File: config.mk
export PLATFORM = sky130hd
export DESIGN_NAME = rwc_top
export DESIGN_NICKNAME = d
export VERILOG_FILES = /design/src/include/rwc_pkg.sv /design/src/hw/rwc_sync.sv /design/src/hw/rwc_filter.sv /design/src/hw/rwc_top.sv
export VERILOG_INCLUDE_DIRS = /design/src /design/src/include
export SDC_FILE = /design/constraint.sdc
export NUM_CORES = 1
export LEC_CHECK = 0
export BUFFER_PORTS_ARGS = -buffer_cell sky130_fd_sc_hd__buf_4
export CAP_MARGIN = 10
export CORE_ASPECT_RATIO = 1.1
export CORE_MARGIN = 2
export CORE_UTILIZATION = 50
export DETAILED_ROUTE_END_ITERATION = 7
export GPL_TIMING_DRIVEN = 0
export PLACE_DENSITY = 0.76
export SYNTH_ARGS = -nofsm -noshare
export SYNTH_HDL_FRONTEND = slang
export SYNTH_SLANG_ARGS = --single-unit
export TNS_END_PERCENT = 1
File: constraint.sdc
create_clock -name hclk -period 2.7 [get_ports hclk]
set_input_delay 0.135 -clock hclk [delete_from_list [all_inputs] [get_ports hclk]]
set_output_delay 0.135 -clock hclk [all_outputs]
set_load 0.005 [all_outputs]
File: src/include/rwc_cfg.svh
`ifndef RWC_CFG_SVH
`define RWC_CFG_SVH

// clock and watchdog oscillator rates
`define RWC_CLK_HZ 100000000
`define RWC_WDT_OSC_HZ 128000
`define RWC_WDT_DIV_CYC (`RWC_CLK_HZ / `RWC_WDT_OSC_HZ)

// reset stretch period after the last source releases
`define RWC_STRETCH_US 64
`define RWC_STRETCH_CYC (`RWC_STRETCH_US * (`RWC_CLK_HZ / 1000000))

// least persistence of a pin reset and of a brown-out indication
`define RWC_EXT_MIN_NS 2500
`define RWC_EXT_MIN_CYC ((`RWC_EXT_MIN_NS * (`RWC_CLK_HZ / 1000000) + 999) / 1000)
`define RWC_BOD_MIN_NS 2000
`define RWC_BOD_MIN_CYC ((`RWC_BOD_MIN_NS * (`RWC_CLK_HZ / 1000000) + 999) / 1000)

// length of the watchdog reset pulse
`define RWC_WDT_PULSE_NS 40
`define RWC_WDT_PULSE_CYC ((`RWC_WDT_PULSE_NS * (`RWC_CLK_HZ / 1000000) + 999) / 1000)

// register indices, byte address is four times the index
`define RWC_IDX_WDT_CTRL 8'h31
`define RWC_IDX_CAUSE 8'h3b
`define RWC_IDX_CMP_CTRL 8'h3e
`define RWC_IDX_UNLOCK 8'h3f

// watchdog_control_register fields
`define RWC_WDC_IRQ_FLAG 7
`define RWC_WDC_IRQ_EN 6
`define RWC_WDC_SEL3 5
`define RWC_WDC_RESET_EN 3
`define RWC_WDC_SEL_HI 2

// reset_cause_register fields
`define RWC_CAUSE_WDT 3
`define RWC_CAUSE_BOD 2
`define RWC_CAUSE_EXT 1
`define RWC_CAUSE_POR 0

// comparator_control_register field
`define RWC_CMP_BANDGAP 0

// protected change sequence
`define RWC_UNLOCK_SIG 8'hd8
`define RWC_UNLOCK_WIN 3'h4

// watchdog period table
`define RWC_WDT_BASE_CYC 21'h000800
`define RWC_WDT_SEL_MAX 4'h9

// reset values
`define RWC_RESET_VECTOR 16'h0000
`define RWC_BOD_FUSE_OFF 3'h7

`endif

File: src/include/rwc_pkg.sv
package rwc_pkg;

  typedef enum logic [1:0] {
    rwc_hold,
    rwc_stretch,
    rwc_run
  } rwc_state_e;

  typedef logic [19:0] rwc_wdt_cnt_t;

endpackage

File: src/hw/rwc_sync.sv
`timescale 1ns/10ps
`default_nettype none

module rwc_sync #(
  parameter logic RST_VAL = 1'b0
) (
  // clock and reset
  input wire logic hclk,
  input wire logic hresetn,
  // asynchronous level in, settled level out
  input wire logic async_in,
  output logic sync_out
);

  logic ff1;
  logic ff2;
  logic ff3;

  // output moves only once the second and third stages agree
  always_ff @(posedge hclk or negedge hresetn)
  begin
    if (!hresetn)
    begin
      ff1 <= RST_VAL;
      ff2 <= RST_VAL;
      ff3 <= RST_VAL;
      sync_out <= RST_VAL;
    end
    else
    begin
      ff1 <= async_in;
      ff2 <= ff1;
      ff3 <= ff2;
      if (ff2 == ff3)
        sync_out <= ff3;
    end
  end

endmodule

`default_nettype wire

File: src/hw/rwc_filter.sv
`timescale 1ns/10ps
`default_nettype none

module rwc_filter #(
  parameter int MIN_CYC = 1
) (
  // clock and reset
  input wire logic hclk,
  input wire logic hresetn,
  // level in, persisted level out
  input wire logic level_in,
  output logic level_out
);

  logic [15:0] cnt;

  // a level shorter than the minimum is a glitch and never shows;
  // release is passed on at once
  always_ff @(posedge hclk or negedge hresetn)
  begin
    if (!hresetn)
    begin
      cnt <= 16'h0000;
      level_out <= 1'b0;
    end
    else if (!level_in)
    begin
      cnt <= 16'h0000;
      level_out <= 1'b0;
    end
    else if (cnt == 16'(MIN_CYC - 1))
      level_out <= 1'b1;
    else
      cnt <= cnt + 16'h0001;
  end

endmodule

`default_nettype wire

File: src/hw/rwc_top.sv
// Decided for this implementation: the AHB-Lite slave port and the register offsets.
`include "rwc_cfg.svh"
`timescale 1ns/10ps
`default_nettype none

module rwc_top #(
  parameter int STRETCH_CYC = `RWC_STRETCH_CYC,
  parameter int WDT_DIV_CYC = `RWC_WDT_DIV_CYC
) (
  // clock and reset
  input wire logic hclk,
  input wire logic hresetn,
  // ahb-lite slave
  input wire logic hsel,
  input wire logic [31:0] haddr,
  input wire logic [1:0] htrans,
  input wire logic hwrite,
  input wire logic [2:0] hsize,
  input wire logic hready,
  input wire logic [31:0] hwdata,
  output logic [31:0] hrdata,
  output logic hreadyout,
  output logic hresp,
  // reset sources, asynchronous
  input wire logic por_supply_ok,
  input wire logic ext_reset_pin_n,
  input wire logic brownout_below,
  // fuses, static
  input wire logic watchdog_safety_fuse,
  input wire logic [2:0] brownout_level_fuse,
  input wire logic reset_pin_enable,
  // core side
  input wire logic wdr_exec,
  input wire logic wdt_irq_ack,
  input wire logic adc_enable,
  // outputs
  output logic port_reset_n,
  output logic cpu_reset,
  output logic [15:0] fetch_addr,
  output logic watchdog_irq,
  output logic vref_enable
);

  function automatic rwc_pkg::rwc_wdt_cnt_t wdt_last(input logic [3:0] sel);
    logic [3:0] s;
    logic [20:0] p;
    s = (sel > `RWC_WDT_SEL_MAX) ? `RWC_WDT_SEL_MAX : sel;
    p = (`RWC_WDT_BASE_CYC << s) - 21'h000001;
    return p[19:0];
  endfunction

  rwc_pkg::rwc_state_e state;
  logic [15:0] stretch_cnt;
  logic por_phase;
  logic por_ok_s;
  logic ext_n_s;
  logic bod_s;
  logic ext_filt;
  logic bod_filt;
  logic fuse_level1;
  logic [2:0] fuse_bod;
  logic fuse_pin_en;
  logic bod_on;
  logic por_src;
  logic ext_src;
  logic bod_src;
  logic wd_src;
  logic any_src;
  logic ph_wr;
  logic ph_rd;
  logic ph_ok;
  logic [7:0] ph_idx;
  logic rd_done;
  logic [7:0] wdata;
  logic wr_ctrl;
  logic wr_cause;
  logic wr_cmp;
  logic wr_unlock;
  logic [2:0] unlock_win;
  logic win_open;
  logic irq_flag;
  logic irq_en;
  logic reset_en;
  logic [3:0] sel;
  logic reset_en_eff;
  logic [3:0] cause;
  logic cmp_bg;
  logic [9:0] div_cnt;
  logic osc_tick;
  rwc_pkg::rwc_wdt_cnt_t wdt_cnt;
  logic wdt_on;
  logic wdt_timeout;
  logic wdt_do_reset;
  logic [2:0] pulse_cnt;
  logic [7:0] rd_mux;

  rwc_sync #(.RST_VAL(1'b0)) u_sync_por (
    .hclk(hclk),
    .hresetn(hresetn),
    .async_in(por_supply_ok),
    .sync_out(por_ok_s)
  );

  rwc_sync #(.RST_VAL(1'b1)) u_sync_ext (
    .hclk(hclk),
    .hresetn(hresetn),
    .async_in(ext_reset_pin_n),
    .sync_out(ext_n_s)
  );

  rwc_sync #(.RST_VAL(1'b0)) u_sync_bod (
    .hclk(hclk),
    .hresetn(hresetn),
    .async_in(brownout_below),
    .sync_out(bod_s)
  );

  rwc_filter #(.MIN_CYC(`RWC_EXT_MIN_CYC)) u_filt_ext (
    .hclk(hclk),
    .hresetn(hresetn),
    .level_in(~ext_n_s),
    .level_out(ext_filt)
  );

  rwc_filter #(.MIN_CYC(`RWC_BOD_MIN_CYC)) u_filt_bod (
    .hclk(hclk),
    .hresetn(hresetn),
    .level_in(bod_s),
    .level_out(bod_filt)
  );

  // fuses are straps: caught while the core is held in reset
  always_ff @(posedge hclk or negedge hresetn)
  begin
    if (!hresetn)
    begin
      fuse_level1 <= 1'b1;
      fuse_bod <= `RWC_BOD_FUSE_OFF;
      fuse_pin_en <= 1'b1;
    end
    else if (cpu_reset)
    begin
      fuse_level1 <= watchdog_safety_fuse;
      fuse_bod <= brownout_level_fuse;
      fuse_pin_en <= reset_pin_enable;
    end
  end

  assign bod_on = (fuse_bod != `RWC_BOD_FUSE_OFF);
  assign por_src = ~por_ok_s;
  assign ext_src = ext_filt & fuse_pin_en & ~por_phase;
  assign bod_src = bod_filt & bod_on;
  assign wd_src = (pulse_cnt != 3'h0);
  assign any_src = por_src | ext_src | bod_src | wd_src;

  // raw pin levels reach the ports with no clock in the path
  assign port_reset_n = por_supply_ok
                      & ~(reset_pin_enable & ~ext_reset_pin_n)
                      & ~(bod_on & brownout_below)
                      & ~wd_src
                      & ~cpu_reset;

  always_ff @(posedge hclk or negedge hresetn)
  begin
    if (!hresetn)
    begin
      state <= rwc_pkg::rwc_hold;
      stretch_cnt <= 16'h0000;
      por_phase <= 1'b1;
      cpu_reset <= 1'b1;
    end
    else
    begin
      if (por_src)
        por_phase <= 1'b1;
      case (state)
        rwc_pkg::rwc_hold:
        begin
          cpu_reset <= 1'b1;
          stretch_cnt <= 16'h0000;
          if (!any_src)
            state <= rwc_pkg::rwc_stretch;
        end
        rwc_pkg::rwc_stretch:
        begin
          if (any_src)
            state <= rwc_pkg::rwc_hold;
          else if (stretch_cnt == 16'(STRETCH_CYC - 1))
          begin
            por_phase <= 1'b0;
            if (por_phase && ext_filt && fuse_pin_en)
              state <= rwc_pkg::rwc_hold;
            else
            begin
              state <= rwc_pkg::rwc_run;
              cpu_reset <= 1'b0;
            end
          end
          else
            stretch_cnt <= stretch_cnt + 16'h0001;
        end
        rwc_pkg::rwc_run:
        begin
          if (any_src)
          begin
            state <= rwc_pkg::rwc_hold;
            cpu_reset <= 1'b1;
          end
        end
        default:
        begin
          state <= rwc_pkg::rwc_hold;
          cpu_reset <= 1'b1;
        end
      endcase
    end
  end

  // fetch restarts from the vector every time reset is let go
  always_ff @(posedge hclk or negedge hresetn)
  begin
    if (!hresetn)
      fetch_addr <= `RWC_RESET_VECTOR;
    else if (cpu_reset)
      fetch_addr <= `RWC_RESET_VECTOR;
  end

  // ahb-lite: writes have no wait state, reads take one so that a read
  // right after a write sees the written value
  always_ff @(posedge hclk or negedge hresetn)
  begin
    if (!hresetn)
    begin
      ph_wr <= 1'b0;
      ph_rd <= 1'b0;
      ph_ok <= 1'b0;
      ph_idx <= 8'h00;
      rd_done <= 1'b0;
      hrdata <= 32'h00000000;
    end
    else if (hreadyout)
    begin
      ph_wr <= hsel & hready & htrans[1] & hwrite;
      ph_rd <= hsel & hready & htrans[1] & ~hwrite;
      ph_ok <= (haddr[31:10] == 22'h000000) & (haddr[1:0] == 2'h0);
      ph_idx <= haddr[9:2];
      rd_done <= 1'b0;
    end
    else
    begin
      rd_done <= 1'b1;
      hrdata <= {24'h000000, rd_mux};
    end
  end

  assign hreadyout = ~(ph_rd & ~rd_done);
  assign hresp = 1'b0;

  always_comb
  begin
    rd_mux = 8'h00;
    if (ph_ok)
    begin
      case (ph_idx)
        `RWC_IDX_WDT_CTRL:
          rd_mux = {irq_flag, irq_en, sel[3], 1'b0, reset_en_eff, sel[2:0]};
        `RWC_IDX_CAUSE:
          rd_mux = {4'h0, cause};
        `RWC_IDX_CMP_CTRL:
          rd_mux = {7'h00, cmp_bg};
        default:
          rd_mux = 8'h00;
      endcase
    end
  end

  assign wdata = hwdata[7:0];
  assign wr_ctrl = ph_wr & ph_ok & (ph_idx == `RWC_IDX_WDT_CTRL);
  assign wr_cause = ph_wr & ph_ok & (ph_idx == `RWC_IDX_CAUSE);
  assign wr_cmp = ph_wr & ph_ok & (ph_idx == `RWC_IDX_CMP_CTRL);
  assign wr_unlock = ph_wr & ph_ok & (ph_idx == `RWC_IDX_UNLOCK);
  assign win_open = (unlock_win != 3'h0);

  // the window is spent by the control write it guards
  always_ff @(posedge hclk or negedge hresetn)
  begin
    if (!hresetn)
      unlock_win <= 3'h0;
    else if (cpu_reset)
      unlock_win <= 3'h0;
    else if (wr_unlock)
      unlock_win <= (wdata == `RWC_UNLOCK_SIG) ? `RWC_UNLOCK_WIN : 3'h0;
    else if (wr_ctrl)
      unlock_win <= 3'h0;
    else if (win_open)
      unlock_win <= unlock_win - 3'h1;
  end

  assign reset_en_eff = reset_en | cause[`RWC_CAUSE_WDT] | ~fuse_level1;

  always_ff @(posedge hclk or negedge hresetn)
  begin
    if (!hresetn)
    begin
      reset_en <= 1'b0;
      sel <= 4'h0;
    end
    else if (cpu_reset)
    begin
      reset_en <= 1'b0;
      sel <= 4'h0;
    end
    else if (wr_ctrl)
    begin
      if (!fuse_level1)
      begin
        if (win_open)
          sel <= {wdata[`RWC_WDC_SEL3], wdata[`RWC_WDC_SEL_HI:0]};
      end
      else if (wdata[`RWC_WDC_RESET_EN] || !reset_en_eff || win_open)
      begin
        reset_en <= wdata[`RWC_WDC_RESET_EN];
        sel <= {wdata[`RWC_WDC_SEL3], wdata[`RWC_WDC_SEL_HI:0]};
      end
    end
  end

  // an unprotected attempt to disable leaves reset_en and sel as they were; irq_en still takes the written bit
  always_ff @(posedge hclk or negedge hresetn)
  begin
    if (!hresetn)
      irq_en <= 1'b0;
    else if (cpu_reset)
      irq_en <= 1'b0;
    else if (wdt_irq_ack && reset_en_eff)
      irq_en <= 1'b0;
    else if (wr_ctrl)
      irq_en <= wdata[`RWC_WDC_IRQ_EN];
  end

  always_ff @(posedge hclk or negedge hresetn)
  begin
    if (!hresetn)
      irq_flag <= 1'b0;
    else if (cpu_reset)
      irq_flag <= 1'b0;
    else if (wdt_timeout && !wdt_do_reset && irq_en)
      irq_flag <= 1'b1;
    else if (wdt_irq_ack || (wr_ctrl && wdata[`RWC_WDC_IRQ_FLAG]))
      irq_flag <= 1'b0;
  end

  assign watchdog_irq = irq_flag & irq_en;

  // the oscillator rate is an enable pulse off the bus clock
  always_ff @(posedge hclk or negedge hresetn)
  begin
    if (!hresetn)
    begin
      div_cnt <= 10'h000;
      osc_tick <= 1'b0;
    end
    else if (div_cnt == 10'(WDT_DIV_CYC - 1))
    begin
      div_cnt <= 10'h000;
      osc_tick <= 1'b1;
    end
    else
    begin
      div_cnt <= div_cnt + 10'h001;
      osc_tick <= 1'b0;
    end
  end

  assign wdt_on = reset_en_eff | irq_en;
  assign wdt_timeout = osc_tick & wdt_on & (wdt_cnt == wdt_last(sel));
  assign wdt_do_reset = ~fuse_level1 | (reset_en_eff & (~irq_en | irq_flag));

  always_ff @(posedge hclk or negedge hresetn)
  begin
    if (!hresetn)
      wdt_cnt <= 20'h00000;
    else if (wdr_exec || !wdt_on || cpu_reset)
      wdt_cnt <= 20'h00000;
    else if (wdt_timeout)
      wdt_cnt <= 20'h00000;
    else if (osc_tick)
      wdt_cnt <= wdt_cnt + 20'h00001;
  end

  always_ff @(posedge hclk or negedge hresetn)
  begin
    if (!hresetn)
      pulse_cnt <= 3'h0;
    else if (wdt_timeout && wdt_do_reset)
      pulse_cnt <= 3'(`RWC_WDT_PULSE_CYC);
    else if (wd_src)
      pulse_cnt <= pulse_cnt - 3'h1;
  end

  // cause flags survive every reset but power-on, which leaves only the POR flag; a new cause beats a software clear
  always_ff @(posedge hclk or negedge hresetn)
  begin
    if (!hresetn)
      cause <= 4'h0;
    else if (por_src)
      cause <= 4'h1 << `RWC_CAUSE_POR;
    else
    begin
      if (wd_src)
        cause[`RWC_CAUSE_WDT] <= 1'b1;
      else if (wr_cause && !wdata[`RWC_CAUSE_WDT])
        cause[`RWC_CAUSE_WDT] <= 1'b0;
      if (bod_src)
        cause[`RWC_CAUSE_BOD] <= 1'b1;
      else if (wr_cause && !wdata[`RWC_CAUSE_BOD])
        cause[`RWC_CAUSE_BOD] <= 1'b0;
      if (ext_src)
        cause[`RWC_CAUSE_EXT] <= 1'b1;
      else if (wr_cause && !wdata[`RWC_CAUSE_EXT])
        cause[`RWC_CAUSE_EXT] <= 1'b0;
      if (wr_cause && !wdata[`RWC_CAUSE_POR])
        cause[`RWC_CAUSE_POR] <= 1'b0;
    end
  end

  always_ff @(posedge hclk or negedge hresetn)
  begin
    if (!hresetn)
    begin
      cmp_bg <= 1'b0;
      vref_enable <= 1'b0;
    end
    else
    begin
      if (cpu_reset)
        cmp_bg <= 1'b0;
      else if (wr_cmp)
        cmp_bg <= wdata[`RWC_CMP_BANDGAP];
      vref_enable <= bod_on | cmp_bg | adc_enable;
    end
  end

endmodule

`default_nettype wire

==> run summary, run 1 <==
Synth Area in XOR/XNOR - 5.36%
YS warnings - 0
worst endpoint required time - 3.02 ns
Min-Delay Path Class - primary input to flip-flop
worst slew pin tran - 0.741 ns
worst path arrival time - 3.11 ns
mux cell area share after synthesis - 2.02%
CP delay by family, top - simple AND/OR/NAND/NOR gates
final core occ - 64.6%
Non-Filler Instances - 1,148
first drt pass iteration count - 5
syn_area_per_cell - 9.59 µm²
Power Dens Cells - 547 nW/µm²
EDFF count, synth - 0
dpl cells - 1,085
die area - 16,000 µm²
largest net degree at the start of global routing - 76
Buf+Inv Stages, Crit Path - 2
Reg2Reg Launch Point - sel[2]
synth top area cells - dfrtp_1, nand2_1, buf_4, dfstp_2, nor2_1
post-route minimum period - 2.79 ns
switching share of total power - 25.3%
Critical path origin - sel[2]
CTS tree - built
diode count - 0
Synth Register Bits - 140
Pins Over Slew Limit - 0
Die Ht - 133 µm
Comb pwr share - 10.7%
Rel. slew slack - 50.2%
Nets - 1,040
worst hold margin - 0.0161 ns
Die W - 121 µm
clk_skew - 0.00632 ns
WL per Instance - 14.1 µm
Largest stage delay, worst path - 0.52 ns
first-pass GRT wire length - 27.3 mm
num ports - 139
layout overhead on the synthesized area - 25.2%
final hold violations - 0
Detailed Place HPWL - 11.3 mm
Initial DRC Count - 323
Post-Route WL - 16.2 mm
root buffer cell - clkbuf_16
max cap viols - 0
crit end category - flip-flop
CTS Buf Count - 17
Clk pwr share - 44.6%
Worst-path clk slew - 0.06 ns
top cells by count, synth - dfrtp_1, nand2_1, nor2_1
vias in the first global route - 5,688
Synth Area in Compound Gates - 12.6%
Worst-Skew Late Latency - 0.42 ns
vias after detailed routing - 5,973
Final Cycle Share - 103%
core area - 14,600 µm²
DRC viols - 0
DP Worst Slack - -0.300 ns
startpoint types - flip-flop
H-tree Lvls - 4
CP Max Fanout - 10
Synth Area in Simple Gates - 23.5%
Int Pwr - 3840 µW
layout cells sized above 1 - 21.4%
Mapped Area - 7510 µm²
main combinational cell family by area after synthesis - simple AND/OR/NAND/NOR gates
Initial Utilization - 51.6%
register area share after synthesis - 46.8%
status - complete, but fails checks
GP Congestion - 0.817
post-route ant nets - 0
clk sink count - 140
fraction of registers with async set/reset - 100%
Synth area leader - dfrtp_1
Setup CP Type - flip-flop to flip-flop
gr usage total - 21.1%
Synth top area share - 43.0%
violated checks - negative setup slack
hold path startpoint - haddr[31]
Critical-path top delay cell - or4_4
Synth cell types - 80
site row count - 46
Post-synth top flop - dfrtp_1
IO Port Bufs - 68
crit-path cells - buf_6, or4_4, ha_4, or3_4, o2bb2ai_4, nor3_2, o2111ai_4, nand2_2, buf_4, o311ai_1
RSZ-0062 raised after global routing - true
Static Leakage - 0.00419 µW
maximum VDD drop - 0.420 mV
min setup slack post-route - -0.0930 ns
final setup fails - 11
Synth Area in Adders - 2.40%
Via-to-Cell Ratio - 5.20
Sw Pwr - 1300 µW
Reg power frac - 44.8%
GRT overflow - 0
fmax - 358 MHz
post-synthesis cell count - 783
dominant cell by count in the synthesized netlist - dfrtp_1
Clock Path Buffers - 2
initial antenna violation count - 0
state kept, by name (all words and copies together), names as in the netlist, 3 cells and up:
signal	cells
u_filt_ext.cnt	16
unlock_win	3
wdt_cnt	20
cause	4
pulse_cnt	3
div_cnt	10
sel	4
hrdata	7
u_filt_bod.cnt	16
ph_idx	8
fuse_bod	3
stretch_cnt	16
layout make-up:
cell class                      count  area [µm²]
Multi-Input combinational cell    591        3670
Fill cell                        1198        5160
Sequential cell                   140        3520
Timing Repair Buffer              101         840
Tap cell                          192         240
Clock buffer                       19         443
Buffer                             67         454
Inverter                           25        93.8
Clock inverter                     13         143
timing repair:
action                                  4_1_cts  5_1_grt
gates resized for setup                       5        2
endpoints found under the setup margin       21       21
pin swaps                                     4        4
endpoints found under the hold margin        84        0
cloned                                        0        0
hold buffers                                 24        0
setup buffers                                 6        1
per-layer routing:
| metal | vias to the layer above | part of all wire [%] | track usage (%) |
|---|---|---|---|
| li1 | 2989 | - | - |
| met1 | 2832 | 45 | 27.9 |
| met2 | 137 | 49 | 34.4 |
| met3 | 15 | 4.4 | 4.87 |
| met4 | 0 | 1.2 | 6.46 |
| met5 | - | 0 | 0 |
power by group through the flow:
stage                     Clock [µW]  Sequential, µW  Combinational [µW]
after floorplan                    0            2310                 327
after global placement             0            2330                 509
after detailed placement           0            2340                 521
after CTS                       2330            2300                 551
after global routing            2440            2320                 619
final                           2290            2300                 549
metrics by stage:
step                      setup TNS [ns]  power, µW  instance area (µm²)
after detailed placement           -3.89       2860                 8490
after floorplan                  -0.0447       2640                 7710
after CTS                         -0.461       5180                 9380
after global routing               -2.48       5380                 9400
final                             -0.694       5150                 9400
after global placement             -3.13       2840                 8460
layout by cell type (no fill, tap or decap), drive strengths merged, types with 10 or more instances in the layout:
cell         instances
nor3                23
nand3               43
nor4                16
nor2                64
and2                14
xnor2               26
or3                 10
nor2b               12
a21boi              10
nand2              105
xor2                20
nand4               22
o21ai               33
conb                42
buf                128
ha                  12
clkbuf              35
inv                 27
dfrtp              129
dfstp               11
a21oi               21
dlygate4sd3         24
worst paths after layout:
path	endpoint	slack [ns]	cells past startpoint
max	wdt_cnt[14]	-0.09	10
min	ph_ok	0.02	4
max reg2reg	wdt_cnt[14]	-0.09	10
min reg2reg	u_sync_por.ff2	0.36	0
max in group asynchronous	por_phase	1.61	3
min in group asynchronous	u_filt_bod.cnt[7]	0.28	2
worst register-to-register path, cell delays in order (launching register included):
cell and delay [ns]:
dfrtp_2 0.41, buf_6 0.14, or4_4 0.52, ha_4 0.18, or3_4 0.35, o2bb2ai_4 0.15
nor3_2 0.07, o2111ai_4 0.32, nand2_2 0.12, buf_4 0.18, o311ai_1 0.25
kinds of logic after synthesis:
kind of cell             count (synthesis)
AO/OA/AOI/OAI                          125
XOR/XNOR                                46
adder cells (fa/ha/maj)                 15
buffers and inverters                   93
flip-flops                             140
multiplexers                            14
other                                    1
AND/OR/NAND/NOR                        349
Note: power is estimated with default switching activity, not from simulation.
==> inputs of run 2 (changes only) <==
--- a/config.mk
+++ b/config.mk
@@ -9,8 +9,8 @@
 export BUFFER_PORTS_ARGS = -buffer_cell sky130_fd_sc_hd__buf_4
 export CAP_MARGIN = 10
 export CORE_ASPECT_RATIO = 1.1
-export CORE_MARGIN = 2
 export CORE_UTILIZATION = 50
+export CTS_CLUSTER_DIAMETER = 30
 export DETAILED_ROUTE_END_ITERATION = 7
 export GPL_TIMING_DRIVEN = 0
 export PLACE_DENSITY = 0.76
==> run 2 against run 1 <==
Effect of this change: the run still ends with negative setup slack left; flip-flop and latch count stayed put; first-iteration DRC count rose by 6.2%; worst hold slack about the same; combinational power hardly changed; non-clock buffer count increased by 7; register-to-register slack barely moved; critical endpoint is now wdt_cnt[15]; largest cell class unchanged; largest power group is now clock.
==> run summary, run 2 (synthesis gave the netlist of run 1 again) <==
status - complete, but fails checks (unchanged)
violated checks - negative setup slack (unchanged)
GRT overflow - 0 (unchanged)
core area - 14,600 µm² (unchanged)
H-tree Lvls - 4 (unchanged)
num ports - 139 (unchanged)
commonest non-fill, non-tap cell in the layout - dfrtp_1 (unchanged)
fmax - 359 MHz (was 358 MHz)
min setup slack post-route - -0.0866 ns (was -0.0930 ns)
clk sink count - 140 (unchanged)
diode count - 0 (unchanged)
worst slew pin tran - 0.769 ns (was 0.741 ns)
Hold Path End - ph_rd (was ph_ok)
Die Ht - 131 µm (was 133 µm)
Power Dens Cells - 558 nW/µm² (was 547 nW/µm²)
site row count - 46 (unchanged)
crit-path cells - buf_6, or4b_4, ha_4, or3_4, o2bb2ai_4, nor3_4, o2111ai_4, nand2_4, buf_8, buf_4, o311ai_2 (was buf_6, or4_4, ha_4, or3_4, o2bb2ai_4, nor3_2, o2111ai_4, nand2_2, buf_4, o311ai_1)
Worst-Skew Late Latency - 0.42 ns (about the same)
DP Worst Slack - -0.242 ns (was -0.300 ns)
post-route ant nets - 0 (unchanged)
layout cells sized above 1 - 22.1% (was 21.4%)
Min-Delay Path Class - primary input to flip-flop (unchanged)
FILL cells - 1,162 (was 1,198)
WL per Instance - 14.5 µm (was 14.1 µm)
gr usage total - 22.6% (was 21.1%)
Reg2Reg Launch Point - sel[3] (was sel[2])
Initial DRC Count - 343 (was 323)
CTS tree - built (unchanged)
Setup CP Type - flip-flop to flip-flop (unchanged)
Clock Path Buffers - 2 (unchanged)
post-route minimum period - 2.79 ns (about the same)
Rel. slew slack - 48.3% (was 50.2%)
worst r2r path cells - 11 (was 10)
CTS Buf Count - 17 (unchanged)
Nets - 1,047 (was 1,040)
setup TNS - -0.865 ns (was -0.694 ns)
IO Port Bufs - 68 (unchanged)
first drt pass iteration count - 5 (unchanged)
vias in the first global route - 5,808 (was 5,688)
Static Leakage - 0.00426 µW (was 0.00419 µW)
FF-to-FF End - wdt_cnt[15] (was wdt_cnt[14])
DRC viols - 0 (unchanged)
maximum VDD drop - 0.439 mV (was 0.420 mV)
Sequential cell area - 3520 µm² (unchanged)
Pins Over Slew Limit - 0 (unchanged)
worst endpoint required time - 3.03 ns (was 3.02 ns)
Initial Utilization - 51.6% (unchanged)
Final Cycle Share - 103% (about the same)
first-pass GRT wire length - 27.7 mm (was 27.3 mm)
GP Congestion - 0.841 (was 0.817)
CP Max Fanout - 6 (was 10)
Critical-path top delay cell - or4b_4 (was or4_4)
RSZ-0062 raised after global routing - true (unchanged)
startpoint types - flip-flop (unchanged)
area of the multi-input gates - 3690 µm² (was 3670 µm²)
vias after detailed routing - 6,128 (was 5,973)
flop2flop setup slack - -0.09 ns (about the same)
Die W - 119 µm (was 121 µm)
largest net degree at the start of global routing - 101 (was 76)
Post-Route WL - 16.7 mm (was 16.2 mm)
crit end category - flip-flop (unchanged)
initial antenna violation count - 0 (unchanged)
Critical path origin - sel[3] (was sel[2])
Biggest register - wdt_cnt (unchanged)
layout overhead on the synthesized area - 27.0% (was 25.2%)
worst path arrival time - 3.11 ns (about the same)
Via-to-Cell Ratio - 5.31 (was 5.20)
most frequent cells in the layout - dfrtp_1, buf_4, nand2_1, nor2_1, nand3_1 (unchanged)
root buffer cell - clkbuf_16 (unchanged)
die area - 15,500 µm² (was 16,000 µm²)
Worst-path clk slew - 0.06 ns (about the same)
Largest stage delay, worst path - 0.52 ns (about the same)
Detailed Place HPWL - 11.2 mm (was 11.3 mm)
final hold violations - 0 (unchanged)
hold path startpoint - hready (was haddr[31])
max reg flops - 20 (unchanged)
max cap viols - 0 (unchanged)
final setup fails - 17 (was 11)
clk_skew - 0.00709 ns (was 0.00632 ns)
worst hold stages - 3 (was 4)
run 2: cell type report:
cell class                      count  area share (%)
Clock buffer                       19            4.54
Inverter                           25           0.984
Tap cell                          192            2.52
Sequential cell                   140            36.9
Multi-Input combinational cell    591            38.7
Buffer                             66            4.68
Clock inverter                     13            1.99
Timing Repair Buffer              109            9.67
run 2: metrics by stage:
step	instances	hold WS (ns)	util, %	total power (µW)	instance area, µm²
final	1155	0.0159	65.5	5320	9540
after global routing	1155	0.00857	65.5	5540	9540
after CTS	1154	0.00146	65.2	5360	9500
after detailed placement	1085	0.0722	58.3	2860	8490
after global placement	1084	0.255	58.1	2850	8460
after floorplan	824	-0.161	-	2640	7710
run 2: worst max-delay path, delay by kind of cell (launching register included):
kind	cells	cell delay, ns
buf+inv	3	0.42
compound gates	3	0.62
simple gates	4	1.07
flops	1	0.39
fa+ha+maj	1	0.19
run 2: routing by layer:
metal  vias to the layer above  routed length, µm  share of wire (%)  global-route usage (%)
li1                       3010                  -                  -                       -
met1                      2950               7310                 44                    28.5
met2                       148               8330                 50                    38.6
met3                        20                838                5.0                    5.25
met4                         0                223                1.3                    7.59
met5                         -                  0                  0                       0
run 2: timing repair:
action                                  CTS  global route
resized for setup                        16             6
gates cloned                              0             0
setup buffers                            15             0
endpoints found under the setup margin   19            21
hold endpoints to repair                 63             0
pin swaps                                17             8
hold buffers                             24             0
run 2: worst max-delay path by stage:
stage	to	depth (start not counted)
6_report	wdt_cnt[15]	11
5_1_grt	wdt_cnt[14]	11
4_1_cts	wdt_cnt[15]	11
3_5_place_dp	wdt_cnt[16]	10
3_3_place_gp	wdt_cnt[10]	10
2_1_floorplan	wdt_cnt[10]	10
run 2: power by group:
part | internal [µW] | switching (µW) | leakage, µW
registers | 2210 | 97.5 | 0.00184
clock network | 1550 | 912 | 0.000290
logic | 243 | 306 | 0.00212
total | 4010 | 1320 | 0.00426
==> inputs of run 3 (changes only) <==
--- a/config.mk
+++ b/config.mk
@@ -12,7 +12,9 @@
 export CORE_UTILIZATION = 50
 export CTS_CLUSTER_DIAMETER = 30
 export DETAILED_ROUTE_END_ITERATION = 7
+export GPL_ROUTABILITY_DRIVEN = 0
 export GPL_TIMING_DRIVEN = 0
+export MAX_ROUTING_LAYER = met4
 export PLACE_DENSITY = 0.76
 export SYNTH_ARGS = -nofsm -noshare
 export SYNTH_HDL_FRONTEND = slang
==> run 3 against run 2 <==
Effect of this change: the run still ends with negative setup slack left; clock-buffer cell count unchanged; clock skew about the same; clock power about the same.
==> run summary, run 3 (synthesis gave the netlist of run 1 again) <==
status - complete, but fails checks (unchanged)
violated checks - negative setup slack (unchanged)
worst path arrival time - 3.12 ns (was 3.11 ns)
FF-to-FF End - wdt_cnt[15] (unchanged)
Clk pwr share - 46.2% (was 46.3%)
final setup fails - 17 (unchanged)
Die W - 119 µm (unchanged)
maximum VDD drop - 0.442 mV (was 0.439 mV)
num ports - 139 (unchanged)
layout cells sized above 1 - 22.1% (unchanged)
Rel. slew slack - 47.9% (was 48.3%)
max reg flops - 20 (unchanged)
worst r2r path cells - 11 (unchanged)
Nets - 1,047 (unchanged)
layout overhead on the synthesized area - 27.0% (unchanged)
die area - 15,500 µm² (unchanged)
Sw Pwr - 1310 µW (was 1320 µW)
first-pass GRT wire length - 27.7 mm (about the same)
Largest stage delay, worst path - 0.52 ns (about the same)
initial antenna violation count - 0 (unchanged)
hold path startpoint - hwdata[3] (was hready)
root buffer cell - clkbuf_16 (unchanged)
Critical-path top delay cell - or4b_4 (unchanged)
Initial DRC Count - 369 (was 343)
DRC viols - 0 (unchanged)
gr usage total - 23.3% (was 22.6%)
Reg2Reg Launch Point - sel[3] (unchanged)
Clock Path Buffers - 2 (unchanged)
Reg power frac - 43.5% (was 43.4%)
RSZ-0062 raised after global routing - true (unchanged)
post-route minimum period - 2.79 ns (about the same)
DP Worst Slack - -0.242 ns (unchanged)
Worst-path clk slew - 0.06 ns (about the same)
Biggest register - wdt_cnt (unchanged)
vias after detailed routing - 6,136 (was 6,128)
Worst-Skew Late Latency - 0.42 ns (about the same)
Post-Route WL - 16.7 mm (about the same)
min setup slack post-route - -0.0898 ns (was -0.0866 ns)
Final Cycle Share - 103% (about the same)
H-tree Lvls - 4 (unchanged)
Initial Utilization - 51.6% (unchanged)
Pins Over Slew Limit - 0 (unchanged)
Die Ht - 131 µm (unchanged)
Hold Path End - reset_en (was ph_rd)
final hold violations - 0 (unchanged)
worst hold stages - 3 (unchanged)
worst slew pin tran - 0.774 ns (was 0.769 ns)
setup TNS - -0.951 ns (was -0.865 ns)
diode count - 0 (unchanged)
flop2flop setup slack - -0.09 ns (about the same)
Int Pwr - 4010 µW (about the same)
site row count - 46 (unchanged)
Setup CP Type - flip-flop to flip-flop (unchanged)
startpoint types - flip-flop (unchanged)
Via-to-Cell Ratio - 5.31 (about the same)
Power Dens Cells - 557 nW/µm² (was 558 nW/µm²)
Detailed Place HPWL - 11.2 mm (unchanged)
clk sink count - 140 (unchanged)
CP Max Fanout - 6 (unchanged)
CTS Buf Count - 17 (unchanged)
core area - 14,600 µm² (unchanged)
Static Leakage - 0.00426 µW (unchanged)
largest net degree at the start of global routing - 101 (unchanged)
post-route ant nets - 0 (unchanged)
Comb pwr share - 10.3% (about the same)
final core occ - 65.5% (unchanged)
IO Port Bufs - 68 (unchanged)
crit end category - flip-flop (unchanged)
worst endpoint required time - 3.03 ns (about the same)
CTS tree - built (unchanged)
clk_skew - 0.00670 ns (was 0.00709 ns)
Design Area, Final - 9540 µm² (unchanged)
Min-Delay Path Class - primary input to flip-flop (unchanged)
most frequent cells in the layout - dfrtp_1, buf_4, nand2_1, nor2_1, nand3_1 (unchanged)
WL per Instance - 14.5 µm (about the same)
vias in the first global route - 5,798 (was 5,808)
Placed Instance Area - 8490 µm² (unchanged)
GRT overflow - 0 (unchanged)
first drt pass iteration count - 5 (unchanged)
fmax - 358 MHz (was 359 MHz)
max cap viols - 0 (unchanged)
crit-path cells - buf_6, or4b_4, ha_4, or3_4, o2bb2ai_4, nor3_4, o2111ai_4, nand2_4, buf_8, buf_4, o311ai_2 (unchanged)
switching share of total power - 24.6% (was 24.7%)
commonest non-fill, non-tap cell in the layout - dfrtp_1 (unchanged)
## run 3: repair_timing
action | 4_1_cts | 5_1_grt
endpoints found under the setup margin | 19 | 21
resized for setup | 16 | 6
pin swaps | 17 | 8
buffers inserted | 15 | 0
endpoints found under the hold margin | 63 | 0
cloned | 0 | 0
hold buffers | 24 | 0
## run 3: worst max path at each step
stage	startpoint	end	slack (ns)	cells after the start
2_1_floorplan	sel[2]	wdt_cnt[10]	-0.009	10
3_3_place_gp	sel[2]	wdt_cnt[10]	-0.25	10
3_5_place_dp	sel[2]	wdt_cnt[16]	-0.24	10
4_1_cts	sel[0]	wdt_cnt[15]	-0.08	11
5_1_grt	sel[3]	wdt_cnt[14]	-0.18	11
6_report	sel[3]	wdt_cnt[15]	-0.09	11
## run 3: area by class of cell
cell class              count  area [µm²]
plain buffers              66         447
clock buffers              19         433
clock inverters            13         190
fillers                  1162        5020
inverters                  25        93.8
multi-input cells         591        3690
flip-flops and latches    140        3520
well taps                 192         240
repair buffers            109         922
## run 3: metrics by stage
step / std cells / hold WS, ns / total power, µW
4_1_cts: 1154 / 0.00146 / 5360
3_5_place_dp: 1085 / 0.0722 / 2860
3_3_place_gp: 1084 / 0.255 / 2850
6_report: 1155 / 0.0135 / 5320
2_1_floorplan: 824 / -0.161 / 2640
5_1_grt: 1155 / 0.00608 / 5550
## run 3: power by group through the flow
stage | Combinational (µW) | Clock, µW | Sequential [µW]
floorplan | 327 | 0 | 2310
global placement | 509 | 0 | 2340
detailed placement | 522 | 0 | 2340
CTS | 554 | 2500 | 2310
global route | 628 | 2590 | 2320
finish | 550 | 2450 | 2310
## run 3: critical path, delay by kind of cell (launching register included)
family,cells,cell delay (ns)
flip-flops,1,0.39
AND/OR/NAND/NOR,4,1.07
AO/OA/AOI/OAI,3,0.62
buffers and inverters,3,0.42
adder cells (fa/ha/maj),1,0.19
## run 3: routing by layer
metal  global-route usage (%)  part of all wire (%)  routed length (µm)  vias to the layer above
met3                     5.69                   5.1                 844                       26
met5                        -                     0                   0                        -
met1                     28.7                    44                7300                     2937
li1                         -                     -                   -                     3009
met4                     6.92                   1.4                 233                        0
met2                     38.5                    50                8320                      164
